$ cat config.mk
export PLATFORM = sky130hd
export DESIGN_NAME = asr_ctrl
export DESIGN_NICKNAME = d
export VERILOG_FILES = /design/src/asr_pkg.sv /design/src/asr_sync.sv /design/src/asr_alarm_eval.sv /design/src/asr_ctrl.sv
export SDC_FILE = /design/constraint.sdc
export NUM_CORES = 1
export LEC_CHECK = 0
export BUFFER_PORTS_ARGS = -buffer_cell sky130_fd_sc_hd__buf_4
export CAP_MARGIN = 10
export CORE_UTILIZATION = 50
export CTS_CLUSTER_DIAMETER = 200
export DETAILED_ROUTE_END_ITERATION = 10
export GPL_ROUTABILITY_DRIVEN = 0
export GPL_TIMING_DRIVEN = 0
export PLACE_DENSITY = 0.74
export SYNTH_ARGS = -nofsm -noshare
export SYNTH_HDL_FRONTEND = slang
export SYNTH_SLANG_ARGS = --single-unit
$ cat constraint.sdc
create_clock -name clk_i -period 5.55 [get_ports clk_i]
set_clock_uncertainty 0.15 [all_clocks]
set_input_delay 0.8325 -clock clk_i [delete_from_list [all_inputs] [get_ports clk_i]]
set_output_delay 0.8325 -clock clk_i [all_outputs]
set_load 0.005 [all_outputs]
$ cat src/asr_pkg.sv
// Shared constants, types and register map of the serial alarm and reset controller.
package asr_pkg;

  localparam int ASR_CODE_W = 18;
  localparam int ASR_HYST_W = 8;
  localparam int ASR_TMR_W = 12;

  // Register offsets on the plain register port.
  localparam logic [7:0] ASR_OFS_HIGH_TH = 8'h00;
  localparam logic [7:0] ASR_OFS_LOW_TH = 8'h04;
  localparam logic [7:0] ASR_OFS_OUT_CTL = 8'h08;
  localparam logic [7:0] ASR_OFS_RST_PWR = 8'h0C;
  localparam logic [7:0] ASR_OFS_ALARM = 8'h10;
  localparam logic [7:0] ASR_OFS_STATUS = 8'h14;

  // Field positions.
  localparam int ASR_HYST_LSB = 24;
  localparam int ASR_RST_TYPE_BIT = 0;
  localparam int ASR_IN_DIS_BIT = 1;
  localparam int ASR_SUP_DIS_BIT = 2;
  localparam logic [1:0] ASR_PIN_ALARM = 2'h1;

  // Values after reset.
  localparam logic [31:0] ASR_RST_HIGH_TH = 32'h0003FFFF;
  localparam logic [31:0] ASR_RST_LOW_TH = 32'h00000000;
  localparam logic [31:0] ASR_RST_OUT_CTL = 32'h00000000;
  localparam logic [31:0] ASR_RST_RST_PWR = 32'h00000000;

  // Fixed supply trip points of the analog comparators, in millivolts.
  localparam int ASR_SUP_HIGH_MV = 5300;
  localparam int ASR_SUP_LOW_MV = 4700;

  // Frame length and timing.
  localparam int ASR_WORD_BITS = 32;
  localparam int ASR_CLK_MHZ = 200;
  localparam int ASR_CONV_NS = 665;
  localparam int ASR_APP_DELAY_NS = 1000;
  localparam int ASR_POR_DELAY_NS = 20000;
  localparam int ASR_CONV_CYC = (ASR_CONV_NS * ASR_CLK_MHZ + 999) / 1000;
  localparam int ASR_APP_DELAY_CYC = (ASR_APP_DELAY_NS * ASR_CLK_MHZ + 999) / 1000;
  localparam int ASR_POR_DELAY_CYC = (ASR_POR_DELAY_NS * ASR_CLK_MHZ + 999) / 1000;

  typedef enum logic [1:0] {
    ASR_ST_RESET,
    ASR_ST_ACQ,
    ASR_ST_CONV
  } asr_state_t;

  typedef struct packed {
    logic in_high;
    logic in_low;
    logic sup_high;
    logic sup_low;
  } asr_alarm_t;

endpackage : asr_pkg

$ cat src/asr_sync.sv
// Two-stage synchroniser for a group of asynchronous levels.
`timescale 1ns/1ps
module asr_sync #(
  parameter int W = 1
) (
  input wire logic clk_i,
  input wire logic reset_i,
  input wire logic [W-1:0] async_i,
  output logic [W-1:0] sync_o
);
  logic [W-1:0] meta_q;
  logic [W-1:0] meta_d;
  logic [W-1:0] sync_q;
  logic [W-1:0] sync_d;

  always_comb begin
    meta_d = async_i;
    sync_d = meta_q;
  end

  always_ff @(posedge clk_i) begin
    if (reset_i) begin
      meta_q <= '0;
      sync_q <= '0;
    end else begin
      meta_q <= meta_d;
      sync_q <= sync_d;
    end
  end

  assign sync_o = sync_q;
endmodule : asr_sync

$ cat src/asr_alarm_eval.sv
// Input alarm flags with hysteresis and supply alarm flags, updated at each conversion end.
`timescale 1ns/1ps
module asr_alarm_eval
  import asr_pkg::*;
(
  input wire logic clk_i,
  input wire logic reset_i,
  input wire logic clear_all_i,
  input wire logic eval_i,
  input wire logic [ASR_CODE_W-1:0] code_i,
  input wire logic [ASR_CODE_W-1:0] high_th_i,
  input wire logic [ASR_CODE_W-1:0] low_th_i,
  input wire logic [ASR_HYST_W-1:0] hyst_i,
  input wire logic sup_high_i,
  input wire logic sup_low_i,
  input wire logic in_dis_i,
  input wire logic sup_dis_i,
  input wire logic tripped_clr_i,
  output asr_alarm_t active_o,
  output asr_alarm_t tripped_o
);
  asr_alarm_t active_q;
  asr_alarm_t active_d;
  asr_alarm_t tripped_q;
  asr_alarm_t tripped_d;
  logic signed [ASR_CODE_W+1:0] code_x;
  logic signed [ASR_CODE_W+1:0] hi_lim;
  logic signed [ASR_CODE_W+1:0] lo_lim;

  always_comb begin
    code_x = $signed({2'h0, code_i});
    hi_lim = $signed({2'h0, high_th_i}) - $signed({12'h000, hyst_i}) - 20'sh00001;
    lo_lim = $signed({2'h0, low_th_i}) + $signed({12'h000, hyst_i}) + 20'sh00001;
    active_d = active_q;
    if (eval_i) begin
      // Hysteresis keeps a flag set until the code clears the band by one step.
      active_d.in_high = (code_i > high_th_i) || (active_q.in_high && (code_x > hi_lim));
      active_d.in_low = (code_i < low_th_i) || (active_q.in_low && (code_x < lo_lim));
      active_d.sup_high = sup_high_i;
      active_d.sup_low = sup_low_i;
      if (in_dis_i) begin
        active_d.in_high = 1'b0;
        active_d.in_low = 1'b0;
      end
      if (sup_dis_i) begin
        active_d.sup_high = 1'b0;
        active_d.sup_low = 1'b0;
      end
    end
    // A new trip in the cycle of a clearing read still sets the flag.
    tripped_d = (tripped_clr_i ? '0 : tripped_q) | (eval_i ? active_d : '0);
    if (clear_all_i) begin
      active_d = '0;
      tripped_d = '0;
    end
  end

  always_ff @(posedge clk_i) begin
    if (reset_i) begin
      active_q <= '0;
      tripped_q <= '0;
    end else begin
      active_q <= active_d;
      tripped_q <= tripped_d;
    end
  end

  assign active_o = active_q;
  assign tripped_o = tripped_q;

  chk_high_set: assert property (@(posedge clk_i) disable iff (reset_i)
    eval_i && !clear_all_i && !in_dis_i && (code_i > high_th_i) |=> active_q.in_high)
    else $error("High alarm not set above threshold.");
  chk_high_release: assert property (@(posedge clk_i) disable iff (reset_i)
    eval_i && !clear_all_i && active_q.in_high && !in_dis_i && (code_x > hi_lim)
    |=> active_q.in_high)
    else $error("High alarm released inside hysteresis band.");
  chk_low_set: assert property (@(posedge clk_i) disable iff (reset_i)
    eval_i && !clear_all_i && !in_dis_i && (code_i < low_th_i) |=> active_q.in_low)
    else $error("Low alarm not set below threshold.");
  chk_low_release: assert property (@(posedge clk_i) disable iff (reset_i)
    eval_i && !clear_all_i && active_q.in_low && (code_x >= lo_lim) |=> !active_q.in_low)
    else $error("Low alarm not released above hysteresis band.");
  chk_tripped_sticky: assert property (@(posedge clk_i) disable iff (reset_i)
    tripped_q.in_high && !tripped_clr_i && !clear_all_i |=> tripped_q.in_high)
    else $error("Tripped flag cleared without a read.");
endmodule : asr_alarm_eval

$ cat src/asr_ctrl.sv
// Serial port, alarm control and reset sequencing of the converter's digital core.
// Notes on behaviour
// - High alarm sets when the code is above the high threshold.
// - High alarm clears when the code is at or below threshold minus hysteresis minus one.
// - Low alarm sets when the code is below the low threshold.
// - Low alarm clears when the code is at or above threshold plus hysteresis plus one.
// - Separate high and low thresholds share one hysteresis value.
// - Supply alarms come from fixed 5.3 V and 4.7 V comparators.
// - Each frame shifts in and out together as one 32-bit register.
// - Input is sampled at serial clock rise; a frame starts at select fall.
// - Launch edges drive the register MSB out; capture edges shift input into LSB.
// - At select rise the register contents are decoded as a command.
// - Three states, reset, acquire, convert, chosen by select and reset pin.
// - Application reset restores configuration, keeps ready low, floats outputs.
// - Power-on reset also clears the alarm flags and needs a longer settle delay.
// - After the release delay the device enters acquire and raises ready.
// - Out of reset, select rise moves acquire to convert; the conversion timer moves convert back to acquire.
// - Active flags are re-evaluated each conversion end; tripped flags stay until read.
// - All alarm flags update once at each conversion end.
// - Select transitions are ignored while a conversion runs.
//
// Local design decisions: the address map and the strobed register port.
`timescale 1ns/1ps
module asr_ctrl
  import asr_pkg::*;
(
  input wire logic clk_i,
  input wire logic reset_i,
  input wire logic convert_select_line_i,
  input wire logic sclk_i,
  input wire logic serial_in_pin_i,
  input wire logic reset_pin_n_i,
  input wire logic supply_high_cmp_i,
  input wire logic supply_low_cmp_i,
  input wire logic [ASR_CODE_W-1:0] adc_code_i,
  input wire logic [7:0] reg_addr_i,
  input wire logic [31:0] reg_wdata_i,
  input wire logic reg_we_i,
  input wire logic reg_re_i,
  output logic [31:0] reg_rdata_o,
  output logic serial_out_lane_zero_o,
  output logic serial_out_oe_n_o,
  output logic alarm_multi_function_pin_o,
  output logic alarm_pin_oe_n_o,
  output logic ready_strobe_o,
  output logic conv_start_o,
  output logic [31:0] cmd_word_o,
  output logic cmd_valid_o
);
  logic [5:0] raw_pins;
  logic [5:0] sync_pins;
  logic cs_s;
  logic sclk_s;
  logic sdi_s;
  logic rst_s;
  logic cs_prev_q;
  logic sclk_prev_q;
  logic cs_fall;
  logic cs_rise;
  logic sclk_rise;
  logic sclk_fall;

  asr_state_t st_q, st_d;
  logic [ASR_TMR_W-1:0] tmr_q, tmr_d;
  logic [31:0] shreg_q, shreg_d;
  logic [5:0] bitcnt_q, bitcnt_d;
  logic frame_q, frame_d;
  logic sdo_q, sdo_d;
  logic sdo_oe_n_q, sdo_oe_n_d;
  logic rdy_q, rdy_d;
  logic por_kind_q, por_kind_d;
  logic eval_q, eval_d;
  logic conv_q, conv_d;
  logic [31:0] cmd_q, cmd_d;
  logic cmd_vld_q, cmd_vld_d;
  logic [ASR_CODE_W-1:0] code_q, code_d;

  logic [31:0] high_q, high_d;
  logic [31:0] low_q, low_d;
  logic [31:0] octl_q, octl_d;
  logic [31:0] rpc_q, rpc_d;
  logic [31:0] rdata_q, rdata_d;
  logic pin_q, pin_d;
  logic pin_oe_n_q, pin_oe_n_d;
  logic trip_clr;
  logic clear_all;
  asr_alarm_t active;
  asr_alarm_t tripped;

  // The reset pin and serial pins are asynchronous to clk_i.
  assign raw_pins = {convert_select_line_i, sclk_i, serial_in_pin_i, reset_pin_n_i,
                     supply_high_cmp_i, supply_low_cmp_i};

  asr_sync #(.W(6)) u_sync (
    .clk_i(clk_i),
    .reset_i(reset_i),
    .async_i(raw_pins),
    .sync_o(sync_pins)
  );

  assign cs_s = sync_pins[5];
  assign sclk_s = sync_pins[4];
  assign sdi_s = sync_pins[3];
  assign rst_s = sync_pins[2];
  assign cs_fall = cs_prev_q && !cs_s;
  assign cs_rise = !cs_prev_q && cs_s;
  assign sclk_rise = !sclk_prev_q && sclk_s;
  assign sclk_fall = sclk_prev_q && !sclk_s;

  // A power-on reset also wipes the alarm history; an application reset keeps it.
  assign clear_all = !rst_s && por_kind_q && (st_q == ASR_ST_RESET);

  asr_alarm_eval u_alarm (
    .clk_i(clk_i),
    .reset_i(reset_i),
    .clear_all_i(clear_all),
    .eval_i(eval_q),
    .code_i(adc_code_i),
    .high_th_i(high_q[ASR_CODE_W-1:0]),
    .low_th_i(low_q[ASR_CODE_W-1:0]),
    .hyst_i(high_q[ASR_HYST_LSB +: ASR_HYST_W]),
    .sup_high_i(sync_pins[1]),
    .sup_low_i(sync_pins[0]),
    .in_dis_i(rpc_q[ASR_IN_DIS_BIT]),
    .sup_dis_i(rpc_q[ASR_SUP_DIS_BIT]),
    .tripped_clr_i(trip_clr),
    .active_o(active),
    .tripped_o(tripped)
  );

  // Port and state sequencing.
  always_comb begin
    st_d = st_q;
    tmr_d = tmr_q;
    shreg_d = shreg_q;
    bitcnt_d = bitcnt_q;
    frame_d = frame_q;
    sdo_d = sdo_q;
    sdo_oe_n_d = sdo_oe_n_q;
    rdy_d = rdy_q;
    por_kind_d = por_kind_q;
    eval_d = 1'b0;
    conv_d = 1'b0;
    cmd_d = cmd_q;
    cmd_vld_d = 1'b0;
    code_d = code_q;
    if (eval_q) begin
      code_d = adc_code_i;
    end
    if (!rst_s) begin
      st_d = ASR_ST_RESET;
      rdy_d = 1'b0;
      sdo_oe_n_d = 1'b1;
      frame_d = 1'b0;
      if (st_q != ASR_ST_RESET) begin
        por_kind_d = !rpc_q[ASR_RST_TYPE_BIT];
      end
      tmr_d = (st_q != ASR_ST_RESET ? !rpc_q[ASR_RST_TYPE_BIT] : por_kind_q)
              ? ASR_TMR_W'(ASR_POR_DELAY_CYC) : ASR_TMR_W'(ASR_APP_DELAY_CYC);
    end else begin
      case (st_q)
        ASR_ST_RESET: begin
          rdy_d = 1'b0;
          if (tmr_q == '0) begin
            st_d = ASR_ST_ACQ;
            rdy_d = 1'b1;
          end else begin
            tmr_d = tmr_q - 1'b1;
          end
        end
        ASR_ST_ACQ: begin
          if (cs_fall) begin
            frame_d = 1'b1;
            rdy_d = 1'b0;
            bitcnt_d = '0;
            shreg_d = {code_q, active, 10'h000};
            sdo_d = code_q[ASR_CODE_W-1];
            sdo_oe_n_d = 1'b0;
          end else begin
            if (frame_q && sclk_rise) begin
              shreg_d = {shreg_q[30:0], sdi_s};
              if (bitcnt_q != 6'h3F) begin
                bitcnt_d = bitcnt_q + 6'h01;
              end
            end
            if (frame_q && sclk_fall) begin
              sdo_d = shreg_q[31];
            end
            if (cs_rise) begin
              // Short frames are kept as no-operation, long ones use the last 32 bits.
              // A rise with no frame before it starts a conversion and hands over nothing.
              frame_d = 1'b0;
              sdo_oe_n_d = 1'b1;
              if (frame_q) begin
                cmd_d = shreg_d;
                cmd_vld_d = bitcnt_d >= 6'(ASR_WORD_BITS);
              end
              st_d = ASR_ST_CONV;
              conv_d = 1'b1;
              tmr_d = ASR_TMR_W'(ASR_CONV_CYC);
              rdy_d = 1'b0;
            end
          end
        end
        ASR_ST_CONV: begin
          // Select edges are not looked at until the conversion finishes.
          if (tmr_q <= ASR_TMR_W'(1)) begin
            tmr_d = '0;
            st_d = ASR_ST_ACQ;
            rdy_d = 1'b1;
            eval_d = 1'b1;
          end else begin
            tmr_d = tmr_q - 1'b1;
          end
        end
        default: begin
          st_d = ASR_ST_RESET;
        end
      endcase
    end
  end

  always_ff @(posedge clk_i) begin
    if (reset_i) begin
      st_q <= ASR_ST_RESET;
      tmr_q <= ASR_TMR_W'(ASR_POR_DELAY_CYC);
      shreg_q <= '0;
      bitcnt_q <= '0;
      frame_q <= 1'b0;
      sdo_q <= 1'b0;
      sdo_oe_n_q <= 1'b1;
      rdy_q <= 1'b0;
      por_kind_q <= 1'b1;
      eval_q <= 1'b0;
      conv_q <= 1'b0;
      cmd_q <= '0;
      cmd_vld_q <= 1'b0;
      code_q <= '0;
      cs_prev_q <= 1'b0;
      sclk_prev_q <= 1'b0;
    end else begin
      st_q <= st_d;
      tmr_q <= tmr_d;
      shreg_q <= shreg_d;
      bitcnt_q <= bitcnt_d;
      frame_q <= frame_d;
      sdo_q <= sdo_d;
      sdo_oe_n_q <= sdo_oe_n_d;
      rdy_q <= rdy_d;
      por_kind_q <= por_kind_d;
      eval_q <= eval_d;
      conv_q <= conv_d;
      cmd_q <= cmd_d;
      cmd_vld_q <= cmd_vld_d;
      code_q <= code_d;
      cs_prev_q <= cs_s;
      sclk_prev_q <= sclk_s;
    end
  end

  // Register port and alarm pin.
  assign trip_clr = reg_re_i && (reg_addr_i == ASR_OFS_ALARM);

  always_comb begin
    high_d = high_q;
    low_d = low_q;
    octl_d = octl_q;
    rpc_d = rpc_q;
    rdata_d = 32'h00000000;
    if (reg_we_i) begin
      case (reg_addr_i)
        ASR_OFS_HIGH_TH: high_d = reg_wdata_i;
        ASR_OFS_LOW_TH: low_d = reg_wdata_i;
        ASR_OFS_OUT_CTL: octl_d = reg_wdata_i;
        ASR_OFS_RST_PWR: rpc_d = reg_wdata_i;
        default: ;
      endcase
    end
    if (reg_re_i) begin
      case (reg_addr_i)
        ASR_OFS_HIGH_TH: rdata_d = high_q;
        ASR_OFS_LOW_TH: rdata_d = low_q;
        ASR_OFS_OUT_CTL: rdata_d = octl_q;
        ASR_OFS_RST_PWR: rdata_d = rpc_q;
        ASR_OFS_ALARM: rdata_d = {24'h000000, tripped, active};
        ASR_OFS_STATUS: rdata_d = {10'h000, st_q, frame_q, rdy_q, code_q};
        default: rdata_d = 32'h00000000;
      endcase
    end
    // Either reset type returns the configuration to its defaults.
    if (!rst_s) begin
      high_d = ASR_RST_HIGH_TH;
      low_d = ASR_RST_LOW_TH;
      octl_d = ASR_RST_OUT_CTL;
      rpc_d = ASR_RST_RST_PWR;
    end
    pin_oe_n_d = octl_q[1:0] != ASR_PIN_ALARM;
    pin_d = !pin_oe_n_d && (|active);
  end

  always_ff @(posedge clk_i) begin
    if (reset_i) begin
      high_q <= ASR_RST_HIGH_TH;
      low_q <= ASR_RST_LOW_TH;
      octl_q <= ASR_RST_OUT_CTL;
      rpc_q <= ASR_RST_RST_PWR;
      rdata_q <= '0;
      pin_q <= 1'b0;
      pin_oe_n_q <= 1'b1;
    end else begin
      high_q <= high_d;
      low_q <= low_d;
      octl_q <= octl_d;
      rpc_q <= rpc_d;
      rdata_q <= rdata_d;
      pin_q <= pin_d;
      pin_oe_n_q <= pin_oe_n_d;
    end
  end

  assign reg_rdata_o = rdata_q;
  assign serial_out_lane_zero_o = sdo_q;
  assign serial_out_oe_n_o = sdo_oe_n_q;
  assign alarm_multi_function_pin_o = pin_q;
  assign alarm_pin_oe_n_o = pin_oe_n_q;
  assign ready_strobe_o = rdy_q;
  assign conv_start_o = conv_q;
  assign cmd_word_o = cmd_q;
  assign cmd_valid_o = cmd_vld_q;

  chk_frame_start: assert property (@(posedge clk_i) disable iff (reset_i)
    rst_s && (st_q == ASR_ST_ACQ) && cs_fall |=> !ready_strobe_o && !serial_out_oe_n_o)
    else $error("Frame start did not drop ready and drive output.");
  chk_capture_lsb: assert property (@(posedge clk_i) disable iff (reset_i)
    rst_s && (st_q == ASR_ST_ACQ) && frame_q && !cs_fall && sclk_rise
    |=> shreg_q[0] == $past(sdi_s))
    else $error("Captured bit not shifted into the low end.");
  chk_cmd_decode: assert property (@(posedge clk_i) disable iff (reset_i)
    rst_s && (st_q == ASR_ST_ACQ) && frame_q && !cs_fall && cs_rise && !sclk_rise
    |=> cmd_word_o == $past(shreg_q) && cmd_valid_o == ($past(bitcnt_q) >= 6'h20)
        && conv_start_o)
    else $error("Command not handed over at select rise.");
  chk_reset_quiet: assert property (@(posedge clk_i) disable iff (reset_i)
    !rst_s |=> !ready_strobe_o && serial_out_oe_n_o)
    else $error("Outputs active while held in reset.");
  chk_release_ready: assert property (@(posedge clk_i) disable iff (reset_i)
    rst_s && (st_q == ASR_ST_RESET) && (tmr_q == '0) |=> (st_q == ASR_ST_ACQ) && ready_strobe_o)
    else $error("Release delay did not end in acquire with ready high.");
  chk_conv_ignore: assert property (@(posedge clk_i) disable iff (reset_i)
    rst_s && (st_q == ASR_ST_CONV) && (tmr_q > 12'h001) |=> (st_q == ASR_ST_CONV) || !rst_s)
    else $error("Conversion left early.");
  chk_alarm_pin: assert property (@(posedge clk_i) disable iff (reset_i)
    (octl_q[1:0] == ASR_PIN_ALARM) |=> alarm_multi_function_pin_o == $past(|active)
                                      && !alarm_pin_oe_n_o)
    else $error("Alarm pin does not follow active flags.");
endmodule : asr_ctrl

==> results.ini <==
[logic_synthesis]
syn-cell-area_mm2=0.0155
yosysSeqAreaShare_pct=38.0
yosys_register_bits=294
avgSynthCellArea_um2=7.95
synth_nets=2117
synthArstFlopShare_pct=0
synth_cell_types=80
synth_edf_count=0
ys_warn_count=0
synthFlopType=dfxtp_1
syn_inst=1950

[timing]
worst_slew_pin_slew_ns=1.27
setup_viol=0
setup_tns_ns=0
rsz0062_at_grt=no
period_needed_ns=5.01
maxSlewViolCount=0
max_freq_mhz=200
period_share_pct=90.3
relSlewSlack_pct=14.6
finalHoldViolCount=0

[clocking]
cts_setup_buffers=0
cts_resized=0
clock-sinks=294
numCtsBuffers=31
cts.clk_slew.worst_paths_ns=0.07
ctsHoldBuffers=0
htreeDepth=1
root_buffer=clkbuf_16
clock_path_buffers=3
clk-insertion-delay-late_ns=0.58
cts_tree=done

[status]
status=complete, no violations

[final_layout]
drive_gt1_share_pct=10.5
final_common_cell=nand2_1
diodes=0
final_nets=2287
final_cell_mix=401 x nand2_1, 294 x dfxtp_1, 199 x a21oi_1, 178 x nor2_1, 136 x buf_4
area_growth_pct=16.8
stdcell_count=2541

[worst_setup_path]
crit_type=reg2reg
cp_slowest_stage_delay_ns=0.51
timing.rr.start=high_q[24]
cp_num_buf_inv=1
critPathMaxFanout=4
required_ns=5.86
slowest_stage=dfxtp_1
r2r_end=u_alarm.tripped_o[3]
crit_family=compound AO/OA/AOI/OAI gates
worst_setup_path_end_kind=flop
cp-start-kind=flop
rr_worst_depth=20
cp_cell_sequence=ha_1 > inv_1 > fa_1 > a21o_1 > o2bb2ai_1 > o211a_1 > o21ai_0 > o2111ai_2 > nor4b_4 > nand4_1 > xnor2_1 > ha_1 > nor2b_1 > o21ai_0 > nand2b_1 > a211o_1 > o221ai_1 > a21oi_1 > o31ai_2 > nand3_1
reg2reg_slack_ns=0.54
cp_data_arrival_time_ns=5.32

[global_route]
grt_max_degree=16
grt_overflow=0
antenna_found_initial=1
grt_pass1_wl_mm=76.3
grt_usage_pct=31.0
grt_pass1_vias=13836

[floorplan]
die_width_um=178
die_area_mm2=0.0317
die_y_um=178
row_count=64
fp.coreArea_mm2=0.0305
ios=139
start_util_pct=50.8

[hold_path]
hold_path_class=reg2reg
whs_path_depth=1
hold_end=u_sync.sync_o[3]
hp-start=u_sync.meta_q[3]

[routing]
postRouteAntennaNets=0
wl_per_cell_um=19.5
drt_iter0_drc=1748
routed_wl_mm=49.5
viasPerCell=5.93
drc=0
vias=15069
drtPass1Iterations=8

[place]
dp_hpwl_mm=37.2
portBuffers=136
dp_cells=2482

[pwr]
leakage_nw=6.60
cellPowerDensity_mw_per_mm2=251
ir_drop_v=0.000226

[flow_run]
maxCapViolations=0

[synth_stat cells, types with 35 or more instances]
cell	n	area [um2]
nand3_1	49	245
inv_1	66	248
a21oi_1	199	996
mux2i_1	42	420
a311oi_1	35	307
o21ai_0	71	355
nand2_1	401	1510
clkbuf_1	105	394
dfxtp_1	294	5890
ha_1	97	1210
xnor2_1	41	359
nor2_1	178	668
[per-stage QoR]
stage	utilization, %	hold slack [ns]	cell area, um2	power [mW]	setup WS, ns
3_3_place_gp	55.8	0.269	17000	2.40	0.699
5_1_grt	59.4	0.303	18100	4.65	0.228
3_5_place_dp	55.8	0.277	17000	2.41	0.631
4_1_cts	59.3	0.292	18100	4.54	0.573
6_report	59.4	0.287	18100	4.54	0.540
2_1_floorplan	-	0.242	15500	2.29	1.28
[registers in the layout (all words and copies together) (netlist names), 2 cells and up]
signal and flops:
bitcnt_q 6, cmd_word_o 32, code_q 18, high_q 32
low_q 32, octl_q 32, reg_rdata_o 32, rpc_q 32
shreg_q 32, st_q 2, tmr_q 12, u_alarm.active_o 4
u_alarm.tripped_o 4, u_sync.meta_q 6, u_sync.sync_o 6
[cells by family (layout without fill, tap and decap cells)]
logic type	count (synthesis)	in the layout	share of synthesized area [%]
multiplexers	42	42	2.71
adder cells (fa/ha/maj)	99	99	8.09
AND/OR/NAND/NOR	778	778	22.1
AO/OA/AOI/OAI	492	492	21.1
flip-flops	294	294	38.0
XOR/XNOR	59	59	3.48
buffers and inverters	186	381	4.51
[layer usage]
metal	routed length (um)	up-vias	global-route usage (%)
li1	-	7215	-
met1	20800	6956	41.6
met2	21900	761	50.0
met3	4410	135	3.62
met4	2300	2	13.5
met5	11	-	0
[final cells by class]
type	count	area [um2]
multi-input combinational	1470	8920
tap	396	495
sequential	294	5890
buffer	120	452
timing repair buffer	137	1030
clock buffer	47	966
fill	2780	12400
inverter	66	248
clock inverter	11	119
[power by group]
group | internal, mW | switching (mW)
sequential | 2.12 | 0.0125
combinational | 0.0840 | 0.146
clock | 1.29 | 0.880
total | 3.50 | 1.04
[worst max-delay path by stage]
stage	start	end	slack, ns	cells after the start
after detailed placement	high_q[24]	u_alarm.tripped_o[3]	0.63	20
after global routing	high_q[24]	u_alarm.active_o[3]	0.23	20
after CTS	high_q[24]	u_alarm.tripped_o[2]	0.57	17
after global placement	high_q[24]	u_alarm.tripped_o[2]	0.70	17
after floorplan	high_q[0]	u_alarm.active_o[3]	1.28	21
final	high_q[24]	u_alarm.tripped_o[3]	0.54	20
Power figures use the tool's default switching activity.
